[src/sts_pkg.sv]
// Purpose: shared constants and types of the self-test supervisor
// Assumes: 125 MHz system clock, synchronous active-high reset
// Notes: offsets are byte addresses on the register bus
// Function
// - Sum the program memory and flag a failure when the sum differs from the stored reference.
// - A program memory failure turns off protection and control and latches the alarm.
// - A program memory failure report carries the socket of the failing chip.
// - The converter test fails on a slow or never-ending conversion and has no warning level.
// - A converter failure turns off protection only, reports, and closes the alarm.
// - The master offset check selects a grounded input, warns above 50 mV and fails above 75 mV.
// - A master offset failure gives a one second alarm pulse and leaves all functions on.
// - Both settings copies are compared at each run and any mismatch turns off protection and control.
// - A settings mismatch is reported and keeps the alarm latched.
// - A channel offset above 75 mV gives a one second alarm pulse and leaves all functions on.
// - A warning is reported but never touches the alarm or any function.
// - Every change of a test between normal, warning and failure is reported.
// - All tests run at power up and before new settings are applied.
// - A +5 V supply failure drops and blocks every output contact.
// - A +/-15 V supply failure turns off protection and leaves control on.
package sts_pkg;
  localparam logic [7:0]  ADDR_CTRL  = 8'h00;
  localparam logic [7:0]  ADDR_STAT  = 8'h04;
  localparam logic [7:0]  ADDR_SOCK  = 8'h08;
  localparam logic [7:0]  ADDR_IST   = 8'h0c;
  localparam logic [7:0]  ADDR_IMSK  = 8'h10;
  localparam int          CTRL_NEWSET = 0;
  localparam int          CTRL_RUN    = 1;
  localparam int          STAT_BUSY   = 16;
  localparam int          STAT_PROT   = 17;
  localparam int          STAT_CTRL   = 18;
  localparam int          STAT_ALARM  = 19;
  localparam int          STAT_CONT   = 20;
  localparam int          IST_DONE    = 7;
  localparam logic [7:0]  IMSK_RESET  = 8'h00;
  localparam int          NTEST  = 7;
  localparam int          T_MEM  = 0;
  localparam int          T_ADC  = 1;
  localparam int          T_MOF  = 2;
  localparam int          T_CHAN = 3;
  localparam int          T_SET  = 4;
  localparam int          T_P5   = 5;
  localparam int          T_P15  = 6;
  localparam logic [1:0]  C_NORM = 2'h0;
  localparam logic [1:0]  C_WARN = 2'h1;
  localparam logic [1:0]  C_FAIL = 2'h2;
  // 50 mV and 75 mV, offsets arrive in whole millivolts
  localparam logic [7:0]  OFS_WARN_MV = 8'h32;
  localparam logic [7:0]  OFS_FAIL_MV = 8'h4b;
  localparam int          CLK_NS      = 8;
  // longest allowed conversion, plain default
  localparam int          ADC_LIMIT_NS = 2000;
  localparam int          ADC_CYC      = ADC_LIMIT_NS / CLK_NS;
  localparam int          PULSE_MS     = 1000;
  localparam int          PULSE_CYC    = PULSE_MS * 1000000 / CLK_NS;
  localparam int          CHECK_MS     = 1000;
  localparam int          PERIOD_CYC   = CHECK_MS * 1000000 / CLK_NS;
  localparam int          CNT_W        = 32;
  localparam logic [15:0] SUM_RESET    = 16'h0000;

  typedef enum logic [6:0] {
    ST_IDLE = 7'h01,
    ST_MEM  = 7'h02,
    ST_ADC  = 7'h04,
    ST_MOF  = 7'h08,
    ST_CHAN = 7'h10,
    ST_SET  = 7'h20,
    ST_DONE = 7'h40
  } sts_state_t;
endpackage

[src/sts_pulse_if.sv]
`timescale 1ns/10ps
// Purpose: carries the alarm pulse request and timer state
// Assumes: one clock domain
// Notes: fire may repeat while busy; it restarts the timer
interface sts_pulse_if;
  logic fire;
  logic busy;
  modport timer (input fire, output busy);
  modport user  (output fire, input busy);
endinterface

[src/sts_pulse_timer.sv]
`timescale 1ns/10ps
// Purpose: one second alarm pulse timer
// Assumes: CYC fits in the counter width
// Notes: busy stands for exactly CYC cycles after the last fire
module sts_pulse_timer #(
  parameter int unsigned CYC = sts_pkg::PULSE_CYC
) (
  input  wire logic  clk_in,
  input  wire logic  srst_in,
  sts_pulse_if.timer pulse
);
  logic [sts_pkg::CNT_W-1:0] cnt_reg;

  always_ff @(posedge clk_in) begin
    if (srst_in) begin
      cnt_reg <= '0;
    end else if (pulse.fire) begin
      cnt_reg <= sts_pkg::CNT_W'(CYC);
    end else if (cnt_reg != '0) begin
      cnt_reg <= cnt_reg - 1'b1;
    end
  end

  assign pulse.busy = (cnt_reg != '0);
endmodule

[src/sts_supervisor.sv]
// The register addresses and the AHB-Lite slave port were decided locally.
`timescale 1ns/10ps
// Purpose: turns self-test results into reports, function blocking and alarm
// Assumes: monitored resources answer each scan request; zero-wait bus slave
// Notes: long counts are parameters so simulation can shorten them
module sts_supervisor #(
  parameter int unsigned PULSE_CYC  = sts_pkg::PULSE_CYC,
  parameter int unsigned PERIOD_CYC = sts_pkg::PERIOD_CYC
) (
  input  wire logic        clk_in,
  input  wire logic        srst_in,
  input  wire logic        hsel_in,
  input  wire logic [31:0] haddr_in,
  input  wire logic [1:0]  htrans_in,
  input  wire logic        hwrite_in,
  input  wire logic [2:0]  hsize_in,
  input  wire logic [31:0] hwdata_in,
  input  wire logic        hready_in,
  output logic             hreadyout_out,
  output logic [31:0]      hrdata_out,
  output logic             hresp_out,
  output logic             mem_scan_out,
  input  wire logic        mem_valid_in,
  input  wire logic [7:0]  mem_word_in,
  input  wire logic        mem_last_in,
  input  wire logic        mem_all_in,
  input  wire logic [3:0]  mem_socket_in,
  input  wire logic [15:0] mem_ref_in,
  output logic             adc_start_out,
  input  wire logic        adc_done_in,
  output logic             master_offset_check_out,
  output logic             chan_scan_out,
  input  wire logic        ofs_valid_in,
  input  wire logic [7:0]  ofs_mv_in,
  input  wire logic        ofs_last_in,
  output logic             set_scan_out,
  input  wire logic        set_valid_in,
  input  wire logic [7:0]  set_a_in,
  input  wire logic [7:0]  set_b_in,
  input  wire logic        set_last_in,
  input  wire logic        p5_warn_in,
  input  wire logic        p5_fail_in,
  input  wire logic        p15_warn_in,
  input  wire logic        p15_fail_in,
  output logic             prot_en_out,
  output logic             ctrl_en_out,
  output logic             contacts_en_out,
  output logic             alarm_out,
  output logic             settings_apply_out,
  output logic             report_valid_out,
  output logic [2:0]       report_test_out,
  output logic [1:0]       report_code_out,
  output logic [3:0]       report_socket_out,
  output logic             irq_out
);
  sts_pkg::sts_state_t state_reg;
  logic [15:0]         sum_reg;
  logic [15:0]         sum_next;
  logic                mem_fail_reg;
  logic [3:0]          sock_reg;
  logic [31:0]         adc_cnt_reg;
  logic                adc_tmo;
  logic                adc_fail_reg;
  logic                adc_start_reg;
  logic [1:0]          mof_stat_reg;
  logic [1:0]          chan_stat_reg;
  logic [1:0]          chan_worst_reg;
  logic [1:0]          ofs_code;
  logic [1:0]          chan_next;
  logic                set_fail_reg;
  logic                p5_fail_reg;
  logic                p15_fail_reg;
  logic                run_pend_reg;
  logic                newset_pend_reg;
  logic                newset_arm_reg;
  logic                apply_reg;
  logic [31:0]         per_cnt_reg;
  logic                per_tick;
  logic                latched;
  logic [13:0]         stat_vec;
  logic [13:0]         rep_reg;
  logic                diff_found;
  logic [2:0]          diff_idx;
  logic                rep_valid_reg;
  logic [2:0]          rep_test_reg;
  logic [1:0]          rep_code_reg;
  logic                prot_en_reg;
  logic                ctrl_en_reg;
  logic                cont_en_reg;
  logic                alarm_reg;
  logic                cksum_bad;
  logic                set_bad;
  logic                acc;
  logic                wr_pend_reg;
  logic [7:0]          waddr_reg;
  logic [31:0]         hrdata_reg;
  logic [31:0]         rd_mux;
  logic                ctrl_wr;
  logic [7:0]          ist_reg;
  logic [7:0]          imsk_reg;
  logic [7:0]          ev;
  logic [7:0]          ist_clr;
  logic                irq_reg;
  sts_pulse_if         pulse ();

  sts_pulse_timer #(
    .CYC (PULSE_CYC)
  ) u_pulse (
    .clk_in  (clk_in),
    .srst_in (srst_in),
    .pulse   (pulse)
  );

  function automatic logic [1:0] ofs_class(input logic [7:0] mv);
    if (mv > sts_pkg::OFS_FAIL_MV) begin
      return sts_pkg::C_FAIL;
    end else if (mv > sts_pkg::OFS_WARN_MV) begin
      return sts_pkg::C_WARN;
    end
    return sts_pkg::C_NORM;
  endfunction

  // test sequencer
  always_ff @(posedge clk_in) begin
    if (srst_in) begin
      state_reg <= sts_pkg::ST_IDLE;
    end else begin
      case (state_reg)
        sts_pkg::ST_IDLE: begin
          if (run_pend_reg) begin
            state_reg <= sts_pkg::ST_MEM;
          end
        end
        sts_pkg::ST_MEM: begin
          if (mem_valid_in && mem_all_in) begin
            state_reg <= sts_pkg::ST_ADC;
          end
        end
        sts_pkg::ST_ADC: begin
          if (adc_done_in || adc_tmo) begin
            state_reg <= sts_pkg::ST_MOF;
          end
        end
        sts_pkg::ST_MOF: begin
          if (ofs_valid_in) begin
            state_reg <= sts_pkg::ST_CHAN;
          end
        end
        sts_pkg::ST_CHAN: begin
          if (ofs_valid_in && ofs_last_in) begin
            state_reg <= sts_pkg::ST_SET;
          end
        end
        sts_pkg::ST_SET: begin
          if (set_valid_in && set_last_in) begin
            state_reg <= sts_pkg::ST_DONE;
          end
        end
        sts_pkg::ST_DONE: begin
          state_reg <= sts_pkg::ST_IDLE;
        end
        default: begin
          state_reg <= sts_pkg::ST_IDLE;
        end
      endcase
    end
  end

  assign mem_scan_out            = (state_reg == sts_pkg::ST_MEM);
  assign master_offset_check_out = (state_reg == sts_pkg::ST_MOF);
  assign chan_scan_out           = (state_reg == sts_pkg::ST_CHAN);
  assign set_scan_out            = (state_reg == sts_pkg::ST_SET);
  assign adc_start_out           = adc_start_reg;

  // power-up run pending, then periodic and software triggers
  assign per_tick = (per_cnt_reg == 32'(PERIOD_CYC - 1));
  always_ff @(posedge clk_in) begin
    if (srst_in || per_tick) begin
      per_cnt_reg <= '0;
    end else begin
      per_cnt_reg <= per_cnt_reg + 1'b1;
    end
  end

  always_ff @(posedge clk_in) begin
    if (srst_in) begin
      run_pend_reg <= 1'b1;
    end else if (ctrl_wr || per_tick) begin
      run_pend_reg <= 1'b1;
    end else if (state_reg == sts_pkg::ST_IDLE) begin
      run_pend_reg <= 1'b0;
    end
  end

  // new settings wait for a full run before they are applied
  always_ff @(posedge clk_in) begin
    if (srst_in) begin
      newset_pend_reg <= 1'b0;
      newset_arm_reg  <= 1'b0;
      apply_reg       <= 1'b0;
    end else begin
      apply_reg <= 1'b0;
      if (ctrl_wr && hwdata_in[sts_pkg::CTRL_NEWSET]) begin
        newset_pend_reg <= 1'b1;
      end else if (state_reg == sts_pkg::ST_IDLE && run_pend_reg) begin
        newset_pend_reg <= 1'b0;
      end
      if (state_reg == sts_pkg::ST_IDLE && run_pend_reg) begin
        newset_arm_reg <= newset_pend_reg;
      end else if (state_reg == sts_pkg::ST_DONE) begin
        newset_arm_reg <= 1'b0;
        apply_reg      <= newset_arm_reg && !latched;
      end
    end
  end
  assign settings_apply_out = apply_reg;

  // program memory checksum per chip
  assign sum_next  = sum_reg + 16'(mem_word_in);
  assign cksum_bad = mem_scan_out && mem_valid_in && mem_last_in && (sum_next != mem_ref_in);
  always_ff @(posedge clk_in) begin
    if (srst_in) begin
      sum_reg      <= sts_pkg::SUM_RESET;
      mem_fail_reg <= 1'b0;
      sock_reg     <= '0;
    end else if (mem_scan_out && mem_valid_in) begin
      sum_reg <= mem_last_in ? sts_pkg::SUM_RESET : sum_next;
      if (cksum_bad) begin
        mem_fail_reg <= 1'b1;
        if (!mem_fail_reg) begin
          sock_reg <= mem_socket_in;
        end
      end
    end else if (!mem_scan_out) begin
      sum_reg <= sts_pkg::SUM_RESET;
    end
  end

  // converter timing; a late done still counts as a failure
  assign adc_tmo = (state_reg == sts_pkg::ST_ADC) && !adc_done_in
                   && (adc_cnt_reg == 32'(sts_pkg::ADC_CYC - 1));
  always_ff @(posedge clk_in) begin
    if (srst_in) begin
      adc_cnt_reg   <= '0;
      adc_fail_reg  <= 1'b0;
      adc_start_reg <= 1'b0;
    end else begin
      adc_start_reg <= mem_scan_out && mem_valid_in && mem_all_in;
      adc_cnt_reg   <= (state_reg == sts_pkg::ST_ADC) ? adc_cnt_reg + 1'b1 : '0;
      if (adc_tmo) begin
        adc_fail_reg <= 1'b1;
      end
    end
  end

  // offsets: master is one sample, channels keep the worst of the scan
  assign ofs_code  = ofs_class(ofs_mv_in);
  assign chan_next = (ofs_code > chan_worst_reg) ? ofs_code : chan_worst_reg;
  always_ff @(posedge clk_in) begin
    if (srst_in) begin
      mof_stat_reg   <= sts_pkg::C_NORM;
      chan_stat_reg  <= sts_pkg::C_NORM;
      chan_worst_reg <= sts_pkg::C_NORM;
    end else begin
      if (master_offset_check_out && ofs_valid_in) begin
        mof_stat_reg <= ofs_code;
      end
      if (chan_scan_out && ofs_valid_in) begin
        chan_worst_reg <= ofs_last_in ? sts_pkg::C_NORM : chan_next;
        if (ofs_last_in) begin
          chan_stat_reg <= chan_next;
        end
      end
    end
  end

  // offset failures pulse the alarm and latch nothing
  assign pulse.fire = ofs_valid_in && ofs_code == sts_pkg::C_FAIL && master_offset_check_out
                      || chan_scan_out && ofs_valid_in && ofs_last_in && chan_next == sts_pkg::C_FAIL;

  // settings images and supplies
  assign set_bad = set_scan_out && set_valid_in && (set_a_in != set_b_in);
  always_ff @(posedge clk_in) begin
    if (srst_in) begin
      set_fail_reg <= 1'b0;
      p5_fail_reg  <= 1'b0;
      p15_fail_reg <= 1'b0;
    end else begin
      if (set_bad) begin
        set_fail_reg <= 1'b1;
      end
      if (p5_fail_in) begin
        p5_fail_reg <= 1'b1;
      end
      if (p15_fail_in) begin
        p15_fail_reg <= 1'b1;
      end
    end
  end

  // only reset clears a latched failure
  assign latched = mem_fail_reg || adc_fail_reg || set_fail_reg || p5_fail_reg || p15_fail_reg;
  always_ff @(posedge clk_in) begin
    if (srst_in) begin
      prot_en_reg <= 1'b0;
      ctrl_en_reg <= 1'b0;
      cont_en_reg <= 1'b0;
      alarm_reg   <= 1'b0;
    end else begin
      prot_en_reg <= !latched;
      ctrl_en_reg <= !(mem_fail_reg || set_fail_reg || p5_fail_reg);
      cont_en_reg <= !p5_fail_reg;
      alarm_reg   <= latched || pulse.busy;
    end
  end
  assign prot_en_out     = prot_en_reg;
  assign ctrl_en_out     = ctrl_en_reg;
  assign contacts_en_out = cont_en_reg;
  assign alarm_out       = alarm_reg;

  // status of each test; supplies show warnings live
  always_comb begin
    stat_vec                          = '0;
    stat_vec[2*sts_pkg::T_MEM +: 2]   = mem_fail_reg ? sts_pkg::C_FAIL : sts_pkg::C_NORM;
    stat_vec[2*sts_pkg::T_ADC +: 2]   = adc_fail_reg ? sts_pkg::C_FAIL : sts_pkg::C_NORM;
    stat_vec[2*sts_pkg::T_MOF +: 2]   = mof_stat_reg;
    stat_vec[2*sts_pkg::T_CHAN +: 2]  = chan_stat_reg;
    stat_vec[2*sts_pkg::T_SET +: 2]   = set_fail_reg ? sts_pkg::C_FAIL : sts_pkg::C_NORM;
    stat_vec[2*sts_pkg::T_P5 +: 2]    = p5_fail_reg ? sts_pkg::C_FAIL
                                        : (p5_warn_in ? sts_pkg::C_WARN : sts_pkg::C_NORM);
    stat_vec[2*sts_pkg::T_P15 +: 2]   = p15_fail_reg ? sts_pkg::C_FAIL
                                        : (p15_warn_in ? sts_pkg::C_WARN : sts_pkg::C_NORM);
  end

  // one report per cycle, lowest test first; none is lost
  always_comb begin
    diff_found = 1'b0;
    diff_idx   = '0;
    for (int i = sts_pkg::NTEST - 1; i >= 0; i--) begin
      if (stat_vec[2*i +: 2] != rep_reg[2*i +: 2]) begin
        diff_found = 1'b1;
        diff_idx   = 3'(i);
      end
    end
  end

  always_ff @(posedge clk_in) begin
    if (srst_in) begin
      rep_reg       <= '0;
      rep_valid_reg <= 1'b0;
      rep_test_reg  <= '0;
      rep_code_reg  <= sts_pkg::C_NORM;
    end else begin
      rep_valid_reg <= diff_found;
      if (diff_found) begin
        rep_reg[2*diff_idx +: 2] <= stat_vec[2*diff_idx +: 2];
        rep_test_reg             <= diff_idx;
        rep_code_reg             <= stat_vec[2*diff_idx +: 2];
      end
    end
  end
  assign report_valid_out  = rep_valid_reg;
  assign report_test_out   = rep_test_reg;
  assign report_code_out   = rep_code_reg;
  assign report_socket_out = sock_reg;

  // bus slave, zero wait states
  assign acc     = hsel_in && htrans_in[1] && hready_in;
  assign ctrl_wr = wr_pend_reg && (waddr_reg == sts_pkg::ADDR_CTRL);
  always_ff @(posedge clk_in) begin
    if (srst_in) begin
      wr_pend_reg <= 1'b0;
      waddr_reg   <= '0;
    end else if (hready_in) begin
      wr_pend_reg <= acc && hwrite_in && (hsize_in == 3'h2);
      waddr_reg   <= haddr_in[7:0];
    end
  end

  always_comb begin
    rd_mux = '0;
    case (haddr_in[7:0])
      sts_pkg::ADDR_STAT: begin
        rd_mux[13:0]               = stat_vec;
        rd_mux[sts_pkg::STAT_BUSY]  = (state_reg != sts_pkg::ST_IDLE);
        rd_mux[sts_pkg::STAT_PROT]  = prot_en_reg;
        rd_mux[sts_pkg::STAT_CTRL]  = ctrl_en_reg;
        rd_mux[sts_pkg::STAT_ALARM] = alarm_reg;
        rd_mux[sts_pkg::STAT_CONT]  = cont_en_reg;
      end
      sts_pkg::ADDR_SOCK: rd_mux[3:0] = sock_reg;
      sts_pkg::ADDR_IST:  rd_mux[7:0] = ist_reg;
      sts_pkg::ADDR_IMSK: rd_mux[7:0] = imsk_reg;
      default:            rd_mux      = '0;
    endcase
  end

  always_ff @(posedge clk_in) begin
    if (srst_in) begin
      hrdata_reg <= '0;
    end else if (acc && !hwrite_in) begin
      hrdata_reg <= rd_mux;
    end
  end
  assign hrdata_out    = hrdata_reg;
  assign hreadyout_out = 1'b1;
  assign hresp_out     = 1'b0;

  // sticky events, set beats write-one-to-clear
  always_comb begin
    ev                   = '0;
    ev[diff_idx]         = diff_found;
    ev[sts_pkg::IST_DONE] = (state_reg == sts_pkg::ST_DONE);
  end
  assign ist_clr = (wr_pend_reg && waddr_reg == sts_pkg::ADDR_IST) ? hwdata_in[7:0] : 8'h00;

  always_ff @(posedge clk_in) begin
    if (srst_in) begin
      ist_reg  <= '0;
      imsk_reg <= sts_pkg::IMSK_RESET;
      irq_reg  <= 1'b0;
    end else begin
      ist_reg <= (ist_reg & ~ist_clr) | ev;
      if (wr_pend_reg && waddr_reg == sts_pkg::ADDR_IMSK) begin
        imsk_reg <= hwdata_in[7:0];
      end
      irq_reg <= |(ist_reg & imsk_reg);
    end
  end
  assign irq_out = irq_reg;
endmodule

[config.mk]
export PLATFORM = sky130hd
export DESIGN_NAME = sts_supervisor
export DESIGN_NICKNAME = d
export VERILOG_FILES = /design/src/sts_pkg.sv /design/src/sts_pulse_if.sv /design/src/sts_pulse_timer.sv /design/src/sts_supervisor.sv
export SDC_FILE = /design/constraint.sdc
export NUM_CORES = 1
export LEC_CHECK = 0
export ABC_AREA = 0
export BUFFER_PORTS_ARGS = -buffer_cell sky130_fd_sc_hd__buf_2
export CELL_PAD_IN_SITES_DETAIL_PLACEMENT = 0
export CELL_PAD_IN_SITES_GLOBAL_PLACEMENT = 1
export CORE_ASPECT_RATIO = 0.6
export CORE_UTILIZATION = 38
export DETAILED_ROUTE_END_ITERATION = 10
export PLACE_DENSITY_LB_ADDON = 0.15
export REMOVE_ABC_BUFFERS = 1
export SKIP_LAST_GASP = 1
export SLEW_MARGIN = 40
export SYNTH_ARGS = -nofsm -noshare
export SYNTH_HDL_FRONTEND = slang
export SYNTH_SLANG_ARGS = --single-unit
[constraint.sdc]
create_clock -name clk_in -period 3 [get_ports clk_in]
set_clock_uncertainty 0.05 [all_clocks]
set_input_delay 0.3 -clock clk_in [delete_from_list [all_inputs] [get_ports clk_in]]
set_output_delay 0.3 -clock clk_in [all_outputs]
set_load 0.03 [all_outputs]
# Word level (Yosys, flattened, before mapping)
# Index checks and enable logic that the tools add are counted.
[totals] register_bits=208 output_inout_bits=55 word_cells=201
[op_classes] reduce_logical=59 shift=3 eq_ne=35 addsub=5 muxes=52 bitwise_logic=8 n_lt_le_gt_ge=5
[op_table] operator="adder 32 x 1 -> 32 bit, second input constant" count=2
[op_table] operator="2-to-1 mux 27 bit" count=2
[op_table] operator="2-to-1 mux 16 bit" count=3
[op_table] operator="2-to-1 mux 7 bit" count=6
[op_table] operator="case mux 7 bit (6 select lines)" count=1
[op_table] operator="negation 4 -> 34 bit" count=1
[op_table] operator="variable shift 2 x 34 -> 14 bit, first input constant" count=1
[op_table] operator="variable part select 2 x 34 -> 14 bit" count=1
[op_table] operator="== test 32 x 27 -> 1 bit, second input constant" count=1
[op_table] operator="== test 32 x 8 -> 1 bit, second input constant" count=1
[op_table] operator="nonzero test 32 bit" count=1
[op_table] operator="subtractor 32 x 1 -> 32 bit, second input constant" count=1
[op_table] operator="logical AND 1 bit" count=29
[op_table] operator="== test 8 x 4 -> 1 bit, second input constant" count=3
[op_table] operator="2-to-1 mux 3 bit" count=7
[op_table] operator="2-to-1 mux 2 bit" count=10
[op_table] operator="adder 16 x 8 -> 16 bit" count=1
[op_table] operator="bitwise AND 8 bit" count=2
[op_table] operator="== test 8 x 5 -> 1 bit, second input constant" count=2
[op_table] operator="2-to-1 mux 1 bit" count=16
[op_table] operator="inequality test 16 bit" count=1
[op_table] operator="case mux 4 bit (4 select lines)" count=1
[op_table] operator="bitwise mux 14 bit" count=1
[op_table] operator="inequality test 2 bit" count=7
[op_table] operator="39 further kinds" count=66

# Logic depth before layout (Yosys ltp)
# Gate-level depths: netlist of the first run.
[logic_depth] word_depth=16 mapped_depth=12 mapped_depth_nobuf=12

# Cells and area by module
# Synthesis of the first run repeated with hierarchy kept, for this count alone.
[unflattened] hier_cells=1220 hier_area_um2=10427.5
[by_module_without_submodules] mod="sts_supervisor" area_each_um2=8802.2 seq_area_each_um2=3503.4 cells_per_inst=1036 n_inst=1
[by_module_without_submodules] mod="sts_pulse_timer" area_each_um2=1625.3 seq_area_each_um2=640.6 cells_per_inst=184 n_inst=1

# Worst setup path after synthesis of the first run
# No wires, ideal clock.
[synth_path] path_kind="register to register" from="register sum_reg[0]" to="register sock_reg[0] (netlist: report_socket_out[0])" t_arrival_ns=2.646 path_stages_with_launch=12 required_ns=2.820 synth_period_minus_slack_ns=2.826 setup_time_ns=0.130 path_slack_ns=0.174 path_cell_list="dfxtp_1 ha_1 inv_1 fa_1 nand2b_1 a211oi_2 o2111ai_1 or2_1 xnor2_1 nor4_2 a41oi_2 mux2i_1"
[synth_between] elab_chain_len=4
[synth_rtl] item="start, declared" line_no="sts_supervisor.sv:57" rtl="logic [15:0] sum_reg;"
[synth_rtl] item="start signal, assigned" line_no="sts_supervisor.sv:223" rtl="sum_reg <= sts_pkg::SUM_RESET;"
[synth_rtl] item="start signal, assigned" line_no="sts_supervisor.sv:227" rtl="sum_reg <= mem_last_in ? sts_pkg::SUM_RESET : sum_next;"
[synth_rtl] item="start signal, assigned" line_no="sts_supervisor.sv:235" rtl="sum_reg <= sts_pkg::SUM_RESET;"
[synth_rtl] item="adder 16 x 8 -> 16 bit" line_no="sts_supervisor.sv:219" rtl="assign sum_next = sum_reg + 16'(mem_word_in);"
[synth_rtl] item="inequality test 16 bit" line_no="sts_supervisor.sv:220" rtl="assign cksum_bad = mem_scan_out && mem_valid_in && mem_last_in && (sum_next != mem_ref_in);"
[synth_rtl] item="logical AND 1 bit" line_no="sts_supervisor.sv:220"
[synth_rtl] item="AND reduction 3 bit (no line)"
[synth_rtl] item="end signal, assigned" line_no="sts_supervisor.sv:231" rtl="sock_reg <= mem_socket_in;"
[synth_rtl] item="end, declared" line_no="sts_supervisor.sv:60" rtl="logic [3:0] sock_reg;"
# No other way between the ends.
# A chain may end at the register's enable or synchronous reset.

# Final worst setup path of the first run
[layout_path] from="register sum_reg[0]" to="register sock_reg[3] (netlist: report_socket_out[3])"
# The elaborated chain is that of the path after synthesis.

==> flow_summary_export.csv, run 1 <==
group,metric,value,unit
min_path,hold_depth,3,
yosys,synth-edff-count,0,
setup_path,critPathKind,"flop to flop",
yosys,seq_area_frac_synth,0.407,
power_and_ir_drop,p_switching,0.00343,W
setup_path,reg2reg_from,"sum_reg[0]$_SDFFE_PP0P_",
place,numPortBuffers,127,
setup_path,worstSetupStartpointType,"flop",
cells_and_area,syn_to_final_growth,21.2,%
cells_and_area,n_antenna_cell,0,
drt,ant_nets,0,
setup_path,rrSetupSlack,0.11,ns
clock_tree,clkTransAtPathRegs,0.06,ns
yosys,synth_cell_types,82,
yosys,syn_area_per_cell,8.51,µm²
timing,period_minus_slack,2.89,ns
setup_path,required,3.33,ns
power_and_ir_drop,combPwrFrac,0.375,
setup_path,crit_fanout,4,
clock_tree,cts-buffers-inserted,22,
drt,post_drt_wl_per_cell,15.4,µm
drt,drc,0,
timing,tightestPinTransition,0.700,ns
drt,via_count,8844,
yosys,synthArstFlopShare,0,
clock_tree,htree_levels,1,
yosys,ys_ff_latch,207,
timing,whs,0.0167,ns
grt,first_global_vias,8136,
timing,rsz0062_at_grt,"no",
grt,antenna_found_initial,1,
cells_and_area,final_cell_mix,"dfxtp_1 (206), nor2_1 (203), buf_2 (126)",
min_path,hp-start,"set_valid_in",
job,drv_cap,0,
drt,dr.pass1.iters,5,
floorplan,rows,45,
place,dp_hpwl,19.3,mm
run_status,status,"completed",
floorplan,die_x,213,µm
drt,routed_wl,26.7,mm
power_and_ir_drop,power.share.clock,0.287,
cells_and_area,layout_commonest_cell,"dfxtp_1",
power_and_ir_drop,leakage,4.82,nW
yosys,synth-main-ff-cell,"dfxtp_1",
floorplan,initial_core_util,0.395,
yosys,synth.cell_area,10200,µm²
timing,slew_headroom,0.529,
timing,clock.fmax,0.346,GHz
setup_path,cp-end-kind,"flop",
power_and_ir_drop,ir_drop,511,µV
drt,drt-vias-per-instance,5.09,
grt,grt_max_degree,58,
floorplan,die_y,129,µm
grt,grt_use_total,0.196,
clock_tree,worstSkewPairLatency,0.51,ns
power_and_ir_drop,seq_power_share,0.338,
min_path,hold_path_end,"set_fail_reg$_SDFFE_PP0P_",
power_and_ir_drop,p_sw_frac,0.357,
floorplan,die_area,27500,µm²
cells_and_area,drive_gt1_frac,0.186,
floorplan,fp.coreArea,25800,µm²
place,place_congestion,0.885,
power_and_ir_drop,p_per_area,778,nW/µm²
floorplan,pin_count,193,
clock_tree,cts-root-buf,"clkbuf_16",
timing,setup_violations,0,
setup_path,reg2reg_to,"report_socket_out[3]$_SDFFE_PP0P_",
min_path,hold_path_class,"primary input to flop",
timing,maxSlewViolCount,0,
clock_tree,clock_sinks,207,
yosys,yosysWarnings,0,
timing,post-route-period-util,0.964,
cells_and_area,final_nets,1526,
grt,gr-total-overflow,0,
power_and_ir_drop,intPower,0.00617,W
timing,hold_viol,0,
setup_path,r2r_cells,11,
power_and_ir_drop,power.total,0.00960,W
drt,first_iter_violations,611,
clock_tree,cts_tree,"built",
clock_tree,cts_buffer_depth,3,
yosys,syn_inst,1196,
cells_and_area,fill_cells,2572,
grt,grt_first_pass_wirelength,43.0,mm
timing,tns,0,ns
setup_path,crit_arrival,3.23,ns
## cells by family after synthesis
group / synth area share
simple gates: 0.273
flops: 0.407
compound gates: 0.120
xor+xnor: 0.107
buf+inv: 0.0380
mux: 0.0310
fa+ha+maj: 0.0229
other cells: 0.000738
## cell type report
type | count | area [µm²] | share of cell area
tap | 352 | 440 | 0.0357
sequential | 207 | 4150 | 0.336
inverter | 28 | 108 | 0.00872
timing repair buffer | 192 | 1170 | 0.0949
clock buffer | 31 | 626 | 0.0507
multi-input combinational | 919 | 5750 | 0.466
clock inverter | 8 | 95.1 | 0.00771
## synth_stat cells, types with 7 or more instances
master | instances | area, µm²
buf_4 | 16 | 120
or3_1 | 17 | 106
nand4_1 | 24 | 150
buf_2 | 7 | 35.0
nand3_1 | 51 | 255
o21ai_1 | 9 | 45.0
nand2_1 | 87 | 327
mux2i_1 | 27 | 270
nand2b_1 | 19 | 119
o21ai_0 | 29 | 145
ha_1 | 17 | 213
inv_1 | 25 | 93.8
xor2_1 | 65 | 569
and3_1 | 10 | 62.6
nor3_1 | 37 | 185
a21oi_1 | 68 | 340
nor2_1 | 203 | 762
nor4_1 | 20 | 125
clkbuf_1 | 31 | 116
a22oi_1 | 25 | 188
dfxtp_1 | 207 | 4140
xnor2_1 | 59 | 517
## worst max path at each step
stage	endpoint	start
6_report	report_socket_out[3]$_SDFFE_PP0P_	sum_reg[0]$_SDFFE_PP0P_
3_3_place_gp	report_socket_out[3]$_SDFFE_PP0P_	mem_word_in[0]
2_1_floorplan	report_socket_out[0]$_SDFFE_PP0P_	sum_reg[0]$_SDFFE_PP0P_
4_1_cts	report_socket_out[1]$_SDFFE_PP0P_	sum_reg[0]$_SDFFE_PP0P_
5_1_grt	report_socket_out[2]$_SDFFE_PP0P_	sum_reg[0]$_SDFFE_PP0P_
3_5_place_dp	report_socket_out[1]$_SDFFE_PP0P_	mem_word_in[0]
## worst max-delay path, cell delays in order (launching register included)
cell	delay [ns]
dfxtp_2	0.35
ha_4	0.14
inv_1	0.06
fa_2	0.36
nand2b_4	0.16
a211oi_4	0.28
nor2b_1	0.14
xor2_1	0.16
a2111oi_0	0.46
buf_4	0.21
a41oi_2	0.22
mux2i_1	0.18
## power by group through the flow
| stage | combinational (W) | clock [W] | sequential, W |
|---|---|---|---|
| 2_1_floorplan | 0.00235 | 0 | 0.00333 |
| 3_3_place_gp | 0.00343 | 0 | 0.00330 |
| 3_5_place_dp | 0.00346 | 0 | 0.00330 |
| 4_1_cts | 0.00351 | 0.00286 | 0.00324 |
| 5_1_grt | 0.00394 | 0.00298 | 0.00328 |
| 6_report | 0.00360 | 0.00276 | 0.00324 |
## repair_timing
action,4_1_cts,5_1_grt
hold buffers,18,0
pin swaps,2,6
hold endpoints to repair,18,0
buffers inserted,0,2
gates resized for setup,0,10
endpoints found under the setup margin,4,8
gates cloned,0,0
## stage by stage
stage	util	cells	area, µm²	setup WS [ns]
finish	0.478	1737	12300	0.109
CTS	0.476	1735	12300	0.0390
detailed placement	0.441	1678	11400	-0.0553
floorplan	-	1154	9950	0.176
global placement	0.441	1678	11400	-0.0208
global route	0.478	1737	12300	0.00469
## routing by layer
metal,vias to the layer above,part of all wire,global-route usage
met4,0,0.017,0.0445
met1,4037,0.55,0.313
met2,237,0.38,0.261
met3,34,0.062,0.0383
li1,4536,-,-
met5,-,0,0
No activity file was read; power rests on OpenSTA's default activity.
==> run 2: changes to the inputs <==
--- a/config.mk
+++ b/config.mk
@@ -5,12 +5,12 @@
 export SDC_FILE = /design/constraint.sdc
 export NUM_CORES = 1
 export LEC_CHECK = 0
-export ABC_AREA = 0
+export ABC_AREA = 1
 export BUFFER_PORTS_ARGS = -buffer_cell sky130_fd_sc_hd__buf_2
 export CELL_PAD_IN_SITES_DETAIL_PLACEMENT = 0
 export CELL_PAD_IN_SITES_GLOBAL_PLACEMENT = 1
 export CORE_ASPECT_RATIO = 0.6
-export CORE_UTILIZATION = 38
+export CORE_UTILIZATION = 43
 export DETAILED_ROUTE_END_ITERATION = 10
 export PLACE_DENSITY_LB_ADDON = 0.15
 export REMOVE_ABC_BUFFERS = 1
==> constraint.sdc (replaced) <==
create_clock -name clk_in -period 3.45 [get_ports clk_in]
set_clock_uncertainty 0.05 [all_clocks]
set_input_delay 0.345 -clock clk_in [delete_from_list [all_inputs] [get_ports clk_in]]
set_output_delay 0.345 -clock clk_in [all_outputs]
set_load 0.03 [all_outputs]
==> flow_summary_export.csv, run 2 <==
group,metric,value,unit
clock_tree,cts_resized,0,
yosys,synth.most_common_cell,"nand2_1",
floorplan,die_x,209,µm
floorplan,fp.coreArea,25300,µm²
yosys,synth_cell_types,58,
setup_path,cp-end-kind,"flop",
cells_and_area,fill_cells,2622,
drt,drt-vias-per-instance,5.03,
timing,clock.fmax,0.357,GHz
timing,maxSlewViolCount,0,
cells_and_area,drive_gt1_frac,0.128,
yosys,synth.cell_area,11100,µm²
yosys,synth-edff-count,0,
timing,setup_violations,0,
setup_path,crit_arrival,3.16,ns
yosys,synthArstFlopShare,0,
yosys,syn_inst,1650,
yosys,ys_top_cells_by_area,"dfxtp_1 (37%), nand2_1 (13%), inv_1 (7.7%)",
yosys,syn_area_per_cell,6.73,µm²
cells_and_area,regArea,4140,µm²
drt,routed_wl,30.1,mm
yosys,ys_ff_latch,207,
grt,grt_first_pass_wirelength,49.4,mm
cells_and_area,multiInputGateArea,5850,µm²
power_and_ir_drop,ir_drop,330,µV
drt,drc,0,
floorplan,pin_count,193,
yosys,ys_top_cells_by_count,"nand2_1 (373), inv_1 (228), dfxtp_1 (207)",
yosys,seq_area_frac_synth,0.373,
timing,whs,0.0275,ns
clock_tree,cts_tree,"built",
cells_and_area,layout_commonest_cell,"nand2_1",
drt,post_drt_wl_per_cell,14.2,µm
clock_tree,htree_levels,1,
cells_and_area,final_cell_mix,"nand2_1 (373), inv_1 (228), dfxtp_1 (207)",
grt,grt_use_total,0.229,
timing,slew_headroom,0.549,
timing,post-route-period-util,0.812,
floorplan,die_area,26500,µm²
setup_path,rrSetupSlack,0.65,ns
timing,tns,0,ns
clock_tree,cts-buffers-inserted,22,
yosys,synth_area_leader_cell,"dfxtp_1",
timing,hold_viol,0,
yosys,synth-main-ff-cell,"dfxtp_1",
yosys,synth_top_cell_area_share,0.373,
place,dp_hpwl,22.9,mm
setup_path,worstSetupStartpointType,"flop",
run_status,status,"completed",
cells_and_area,fin_area,12700,µm²
setup_path,crit_fanout,8,
floorplan,rows,45,
floorplan,initial_core_util,0.438,
setup_path,required,3.81,ns
power_and_ir_drop,p_per_area,590,nW/µm²
cells_and_area,final_nets,1938,
clock_tree,worstSkewPairLatency,0.52,ns
clock_tree,clock_sinks,207,
setup_path,critPathKind,"flop to flop",
drt,ant_nets,0,
drt,via_count,10700,
drt,dr.pass1.iters,5,
place,placed_area,12000,µm²
cells_and_area,syn_to_final_growth,14.7,%
clock_tree,cts_buffer_depth,3,
grt,grt_max_degree,58,
min_path,hold_path_class,"primary input to flop",
place,numPortBuffers,127,
timing,period_minus_slack,2.80,ns
clock_tree,cts-root-buf,"clkbuf_16",
job,drv_cap,0,
grt,antenna_found_initial,1,
grt,first_global_vias,9511,
yosys,yosysWarnings,0,
timing,rsz0062_at_grt,"no",
power_and_ir_drop,leakage,5.50,nW
floorplan,die_y,126,µm
place,place_congestion,0.889,
drt,first_iter_violations,745,
clock_tree,clkTransAtPathRegs,0.07,ns
timing,tightestPinTransition,0.676,ns
grt,gr-total-overflow,0,
## run 2: cell types whose count changed after synthesis, sizes merged, moves of 39 or more
| cell | previous run | this run |
|---|---|---|
| nand2 | 87 | 380 |
| a21oi | 68 | 134 |
| inv | 28 | 239 |
| nand3 | 51 | 116 |
| xor2 | 65 | 17 |
| xnor2 | 59 | 20 |
## run 2: timing repair
| item | CTS | global route |
|---|---|---|
| hold buffers | 3 | 0 |
| setup buffers | 0 | 0 |
| setup endpoints to repair | 0 | 0 |
| endpoints found under the hold margin | 3 | 0 |
## run 2: layer usage
metal | vias up | routed length, µm | GRT usage
met5 | - | 0 | 0
met1 | 4789 | 16600 | 0.371
met3 | 31 | 1790 | 0.0322
met4 | 0 | 383 | 0.0394
li1 | 5605 | - | -
met2 | 259 | 11300 | 0.317
## run 2: final timing paths
path / cells past startpoint / end / from
setup / recovery: 19 / report_socket_out[2]$_SDFFE_PP0P_ / sum_reg[0]$_SDFFE_PP0P_
hold / removal: 3 / report_socket_out[1]$_SDFFE_PP0P_ / mem_socket_in[1]
setup reg to reg: 19 / report_socket_out[2]$_SDFFE_PP0P_ / sum_reg[0]$_SDFFE_PP0P_
hold reg to reg: 1 / per_cnt_reg[0]$_SDFF_PP0_ / per_cnt_reg[0]$_SDFF_PP0_
## run 2: kinds of logic after synthesis
kind of cell / count (synthesis) / synth area share
AND/OR/NAND/NOR: 857 / 0.350
buffers and inverters: 288 / 0.104
AO/OA/AOI/OAI: 241 / 0.121
flip-flops: 207 / 0.373
XOR/XNOR: 37 / 0.0292
adder cells (fa/ha/maj): 18 / 0.0210
other: 2 / 0.000677
## run 2: worst max-delay path: stages (launching register included)
cell	delay, ns
dfxtp_1	0.34
ha_1	0.25
inv_1	0.07
fa_1	0.38
inv_1	0.18
nand3_1	0.12
nand2_1	0.19
nand2_1	0.10
nand3_1	0.08
nand2_1	0.05
inv_1	0.04
nand2_1	0.07
nor2_1	0.15
nand3_1	0.09
nor2_1	0.11
nand2_1	0.10
nand3_2	0.15
nand2_1	0.08
nand2_1	0.06
nor2_1	0.04
## run 2: where the power goes
| group | internal, W | switching, W | leakage, nW |
|---|---|---|---|
| logic | 0.000795 | 0.00168 | 3.49 |
| clock network | 0.00126 | 0.000983 | 0.327 |
| registers | 0.00262 | 0.000171 | 1.68 |
| total | 0.00468 | 0.00284 | 5.50 |
## run 2: layout make-up
| class | instances | share of cell area |
|---|---|---|
| Sequential cell | 207 | 0.326 |
| Clock buffer | 29 | 0.0486 |
| Tap cell | 329 | 0.0324 |
| Antenna cell | 1 | 0.000197 |
| Clock inverter | 8 | 0.00383 |
| Inverter | 243 | 0.0718 |
| Timing Repair Buffer | 139 | 0.0578 |
| Multi-Input combinational cell | 1169 | 0.460 |
## run 2: stage by stage
| stage | util | total power (W) | cells | setup slack (ns) |
|---|---|---|---|---|
| floorplan | - | 0.00464 | 1619 | 1.09 |
| global placement | 0.475 | 0.00526 | 2084 | 0.667 |
| detailed placement | 0.475 | 0.00529 | 2084 | 0.627 |
| CTS | 0.502 | 0.00755 | 2124 | 0.713 |
| global route | 0.502 | 0.00801 | 2125 | 0.424 |
| finish | 0.502 | 0.00751 | 2125 | 0.650 |
==> run 3: changes to the inputs <==
--- a/config.mk
+++ b/config.mk
@@ -5,12 +5,12 @@
 export SDC_FILE = /design/constraint.sdc
 export NUM_CORES = 1
 export LEC_CHECK = 0
-export ABC_AREA = 1
+export ABC_AREA = 0
 export BUFFER_PORTS_ARGS = -buffer_cell sky130_fd_sc_hd__buf_2
 export CELL_PAD_IN_SITES_DETAIL_PLACEMENT = 0
 export CELL_PAD_IN_SITES_GLOBAL_PLACEMENT = 1
 export CORE_ASPECT_RATIO = 0.6
-export CORE_UTILIZATION = 43
+export CORE_UTILIZATION = 42
 export DETAILED_ROUTE_END_ITERATION = 10
 export PLACE_DENSITY_LB_ADDON = 0.15
 export REMOVE_ABC_BUFFERS = 1
==> constraint.sdc (replaced) <==
create_clock -name clk_in -period 2.6 [get_ports clk_in]
set_clock_uncertainty 0.05 [all_clocks]
set_input_delay 0.26 -clock clk_in [delete_from_list [all_inputs] [get_ports clk_in]]
set_output_delay 0.26 -clock clk_in [all_outputs]
set_load 0.03 [all_outputs]
==> flow_summary_export.csv, run 3 (synthesis results as in run 1) <==
group,metric,value,unit
run_status,status,"finished with violations",
run_status,violations,"negative setup slack",
floorplan,rows,43,
setup_path,critPathKind,"flop to flop",
timing,fin_ws,-0.0970,ns
grt,grt_use_total,0.215,
clock_tree,cts_buffer_depth,3,
grt,antenna_found_initial,2,
timing,rsz0062_at_grt,"yes",
power_and_ir_drop,ir_drop,839,µV
job,drv_cap,0,
clock_tree,clkTransAtPathRegs,0.06,ns
cells_and_area,drive_gt1_frac,0.239,
place,numPortBuffers,127,
clock_tree,cts-root-buf,"clkbuf_16",
drt,post_drt_wl_per_cell,15.1,µm
min_path,hold_path_class,"primary input to flop",
clock_tree,cts_tree,"built",
clock_tree,clock_sinks,207,
clock_tree,htree_levels,1,
drt,drc,0,
cells_and_area,final_cell_mix,"dfxtp_1 (204), nor2_1 (200), buf_2 (126)",
drt,routed_wl,26.5,mm
power_and_ir_drop,leakage,5.19,nW
timing,tightestPinTransition,0.696,ns
clock_tree,cts-buffers-inserted,21,
floorplan,initial_core_util,0.434,
timing,setup_violations,6,
drt,ant_nets,0,
timing,slew_headroom,0.532,
floorplan,fp.coreArea,23500,µm²
floorplan,die_y,123,µm
timing,maxSlewViolCount,0,
setup_path,crit_fanout,4,
setup_path,rrSetupSlack,-0.1,ns
timing,post-route-period-util,1.04,
timing,hold_viol,0,
timing,tns,-0.420,ns
place,place_congestion,0.857,
cells_and_area,syn_to_final_growth,28.5,%
cells_and_area,final_core_util,0.558,
setup_path,required,2.94,ns
setup_path,cp-end-kind,"flop",
drt,via_count,9005,
cells_and_area,layout_commonest_cell,"dfxtp_1",
timing,period_minus_slack,2.70,ns
drt,first_iter_violations,538,
floorplan,die_x,203,µm
grt,grt_max_degree,43,
grt,gr-total-overflow,0,
drt,drt-vias-per-instance,5.12,
cells_and_area,final_nets,1584,
grt,grt_first_pass_wirelength,43.5,mm
floorplan,die_area,24900,µm²
setup_path,worstSetupStartpointType,"flop",
power_and_ir_drop,p_per_area,926,nW/µm²
timing,clock.fmax,0.371,GHz
floorplan,pin_count,193,
grt,first_global_vias,8484,
place,dp_hpwl,19.1,mm
power_and_ir_drop,power.total,0.0121,W
clock_tree,worstSkewPairLatency,0.51,ns
drt,dr.pass1.iters,5,
timing,whs,0.0244,ns
setup_path,crit_arrival,3.04,ns
-- run 3: cell types whose count changed in the layout (fill, tap and decap cells not counted), sizes merged, moves of 18 or more --
cell,change
or3,+18
inv,-211
nand2b,+21
buf,+91
o21ai,-24
nand4,-19
mux2i,+27
dlygate4sd3,+21
a22oi,+24
nand3,-65
xor2,+48
a21oi,-66
nand2,-293
xnor2,+39
-- run 3: layout make-up --
class,count,area [µm²]
Fill cell,2186,10400
Multi-Input combinational cell,919,6010
Sequential cell,207,4150
Timing Repair Buffer,251,1650
Clock buffer,27,588
Tap cell,315,394
Clock inverter,10,175
Inverter,28,108
Antenna cell,2,5.00
-- run 3: repair_timing --
action	4_1_cts	5_1_grt
setup buffers	5	5
resized for setup	24	41
endpoints found under the hold margin	23	0
setup endpoints to repair	18	22
pin swaps	14	26
hold buffers	24	0
-- run 3: path summary, 6_finish.rpt --
check / cells past startpoint / from / to
worst max-delay path: 12 / sum_reg[0]$_SDFFE_PP0P_ / report_socket_out[1]$_SDFFE_PP0P_
worst min-delay path: 3 / ofs_valid_in / mof_stat_reg[0]$_SDFFE_PP0P_
worst max register to register: 12 / sum_reg[0]$_SDFFE_PP0P_ / report_socket_out[1]$_SDFFE_PP0P_
worst min register to register: 1 / per_cnt_reg[0]$_SDFF_PP0_ / per_cnt_reg[0]$_SDFF_PP0_
-- run 3: power breakdown --
group / switching [W] / internal, W / leakage [nW]
combinational: 0.00261 / 0.00238 / 3.13
clock: 0.00129 / 0.00209 / 0.380
sequential: 0.000260 / 0.00349 / 1.68
-- run 3: stage by stage --
step	instance area [µm²]	cells	setup slack (ns)
2_1_floorplan	9950	1154	-0.224
6_report	13100	1759	-0.0970
3_3_place_gp	11700	1688	-0.270
4_1_cts	12800	1754	-0.108
5_1_grt	13100	1758	-0.192
3_5_place_dp	11700	1688	-0.320
-- run 3: layer usage --
metal | global-route usage | wire length (µm)
met5 | 0 | 0
met4 | 0.0418 | 370
met3 | 0.0361 | 1060
met2 | 0.309 | 10500
met1 | 0.331 | 14600
-- run 3: worst max-delay path, cell delays in order, from the launching register on --
cell	delay (ns)
dfxtp_2	0.35
ha_4	0.14
inv_2	0.04
fa_2	0.36
nand2b_4	0.17
a211oi_4	0.26
o21ai_1	0.15
xnor2_1	0.17
nand3_1	0.14
nor4_4	0.32
a41oi_2	0.16
buf_6	0.16
mux2i_1	0.11
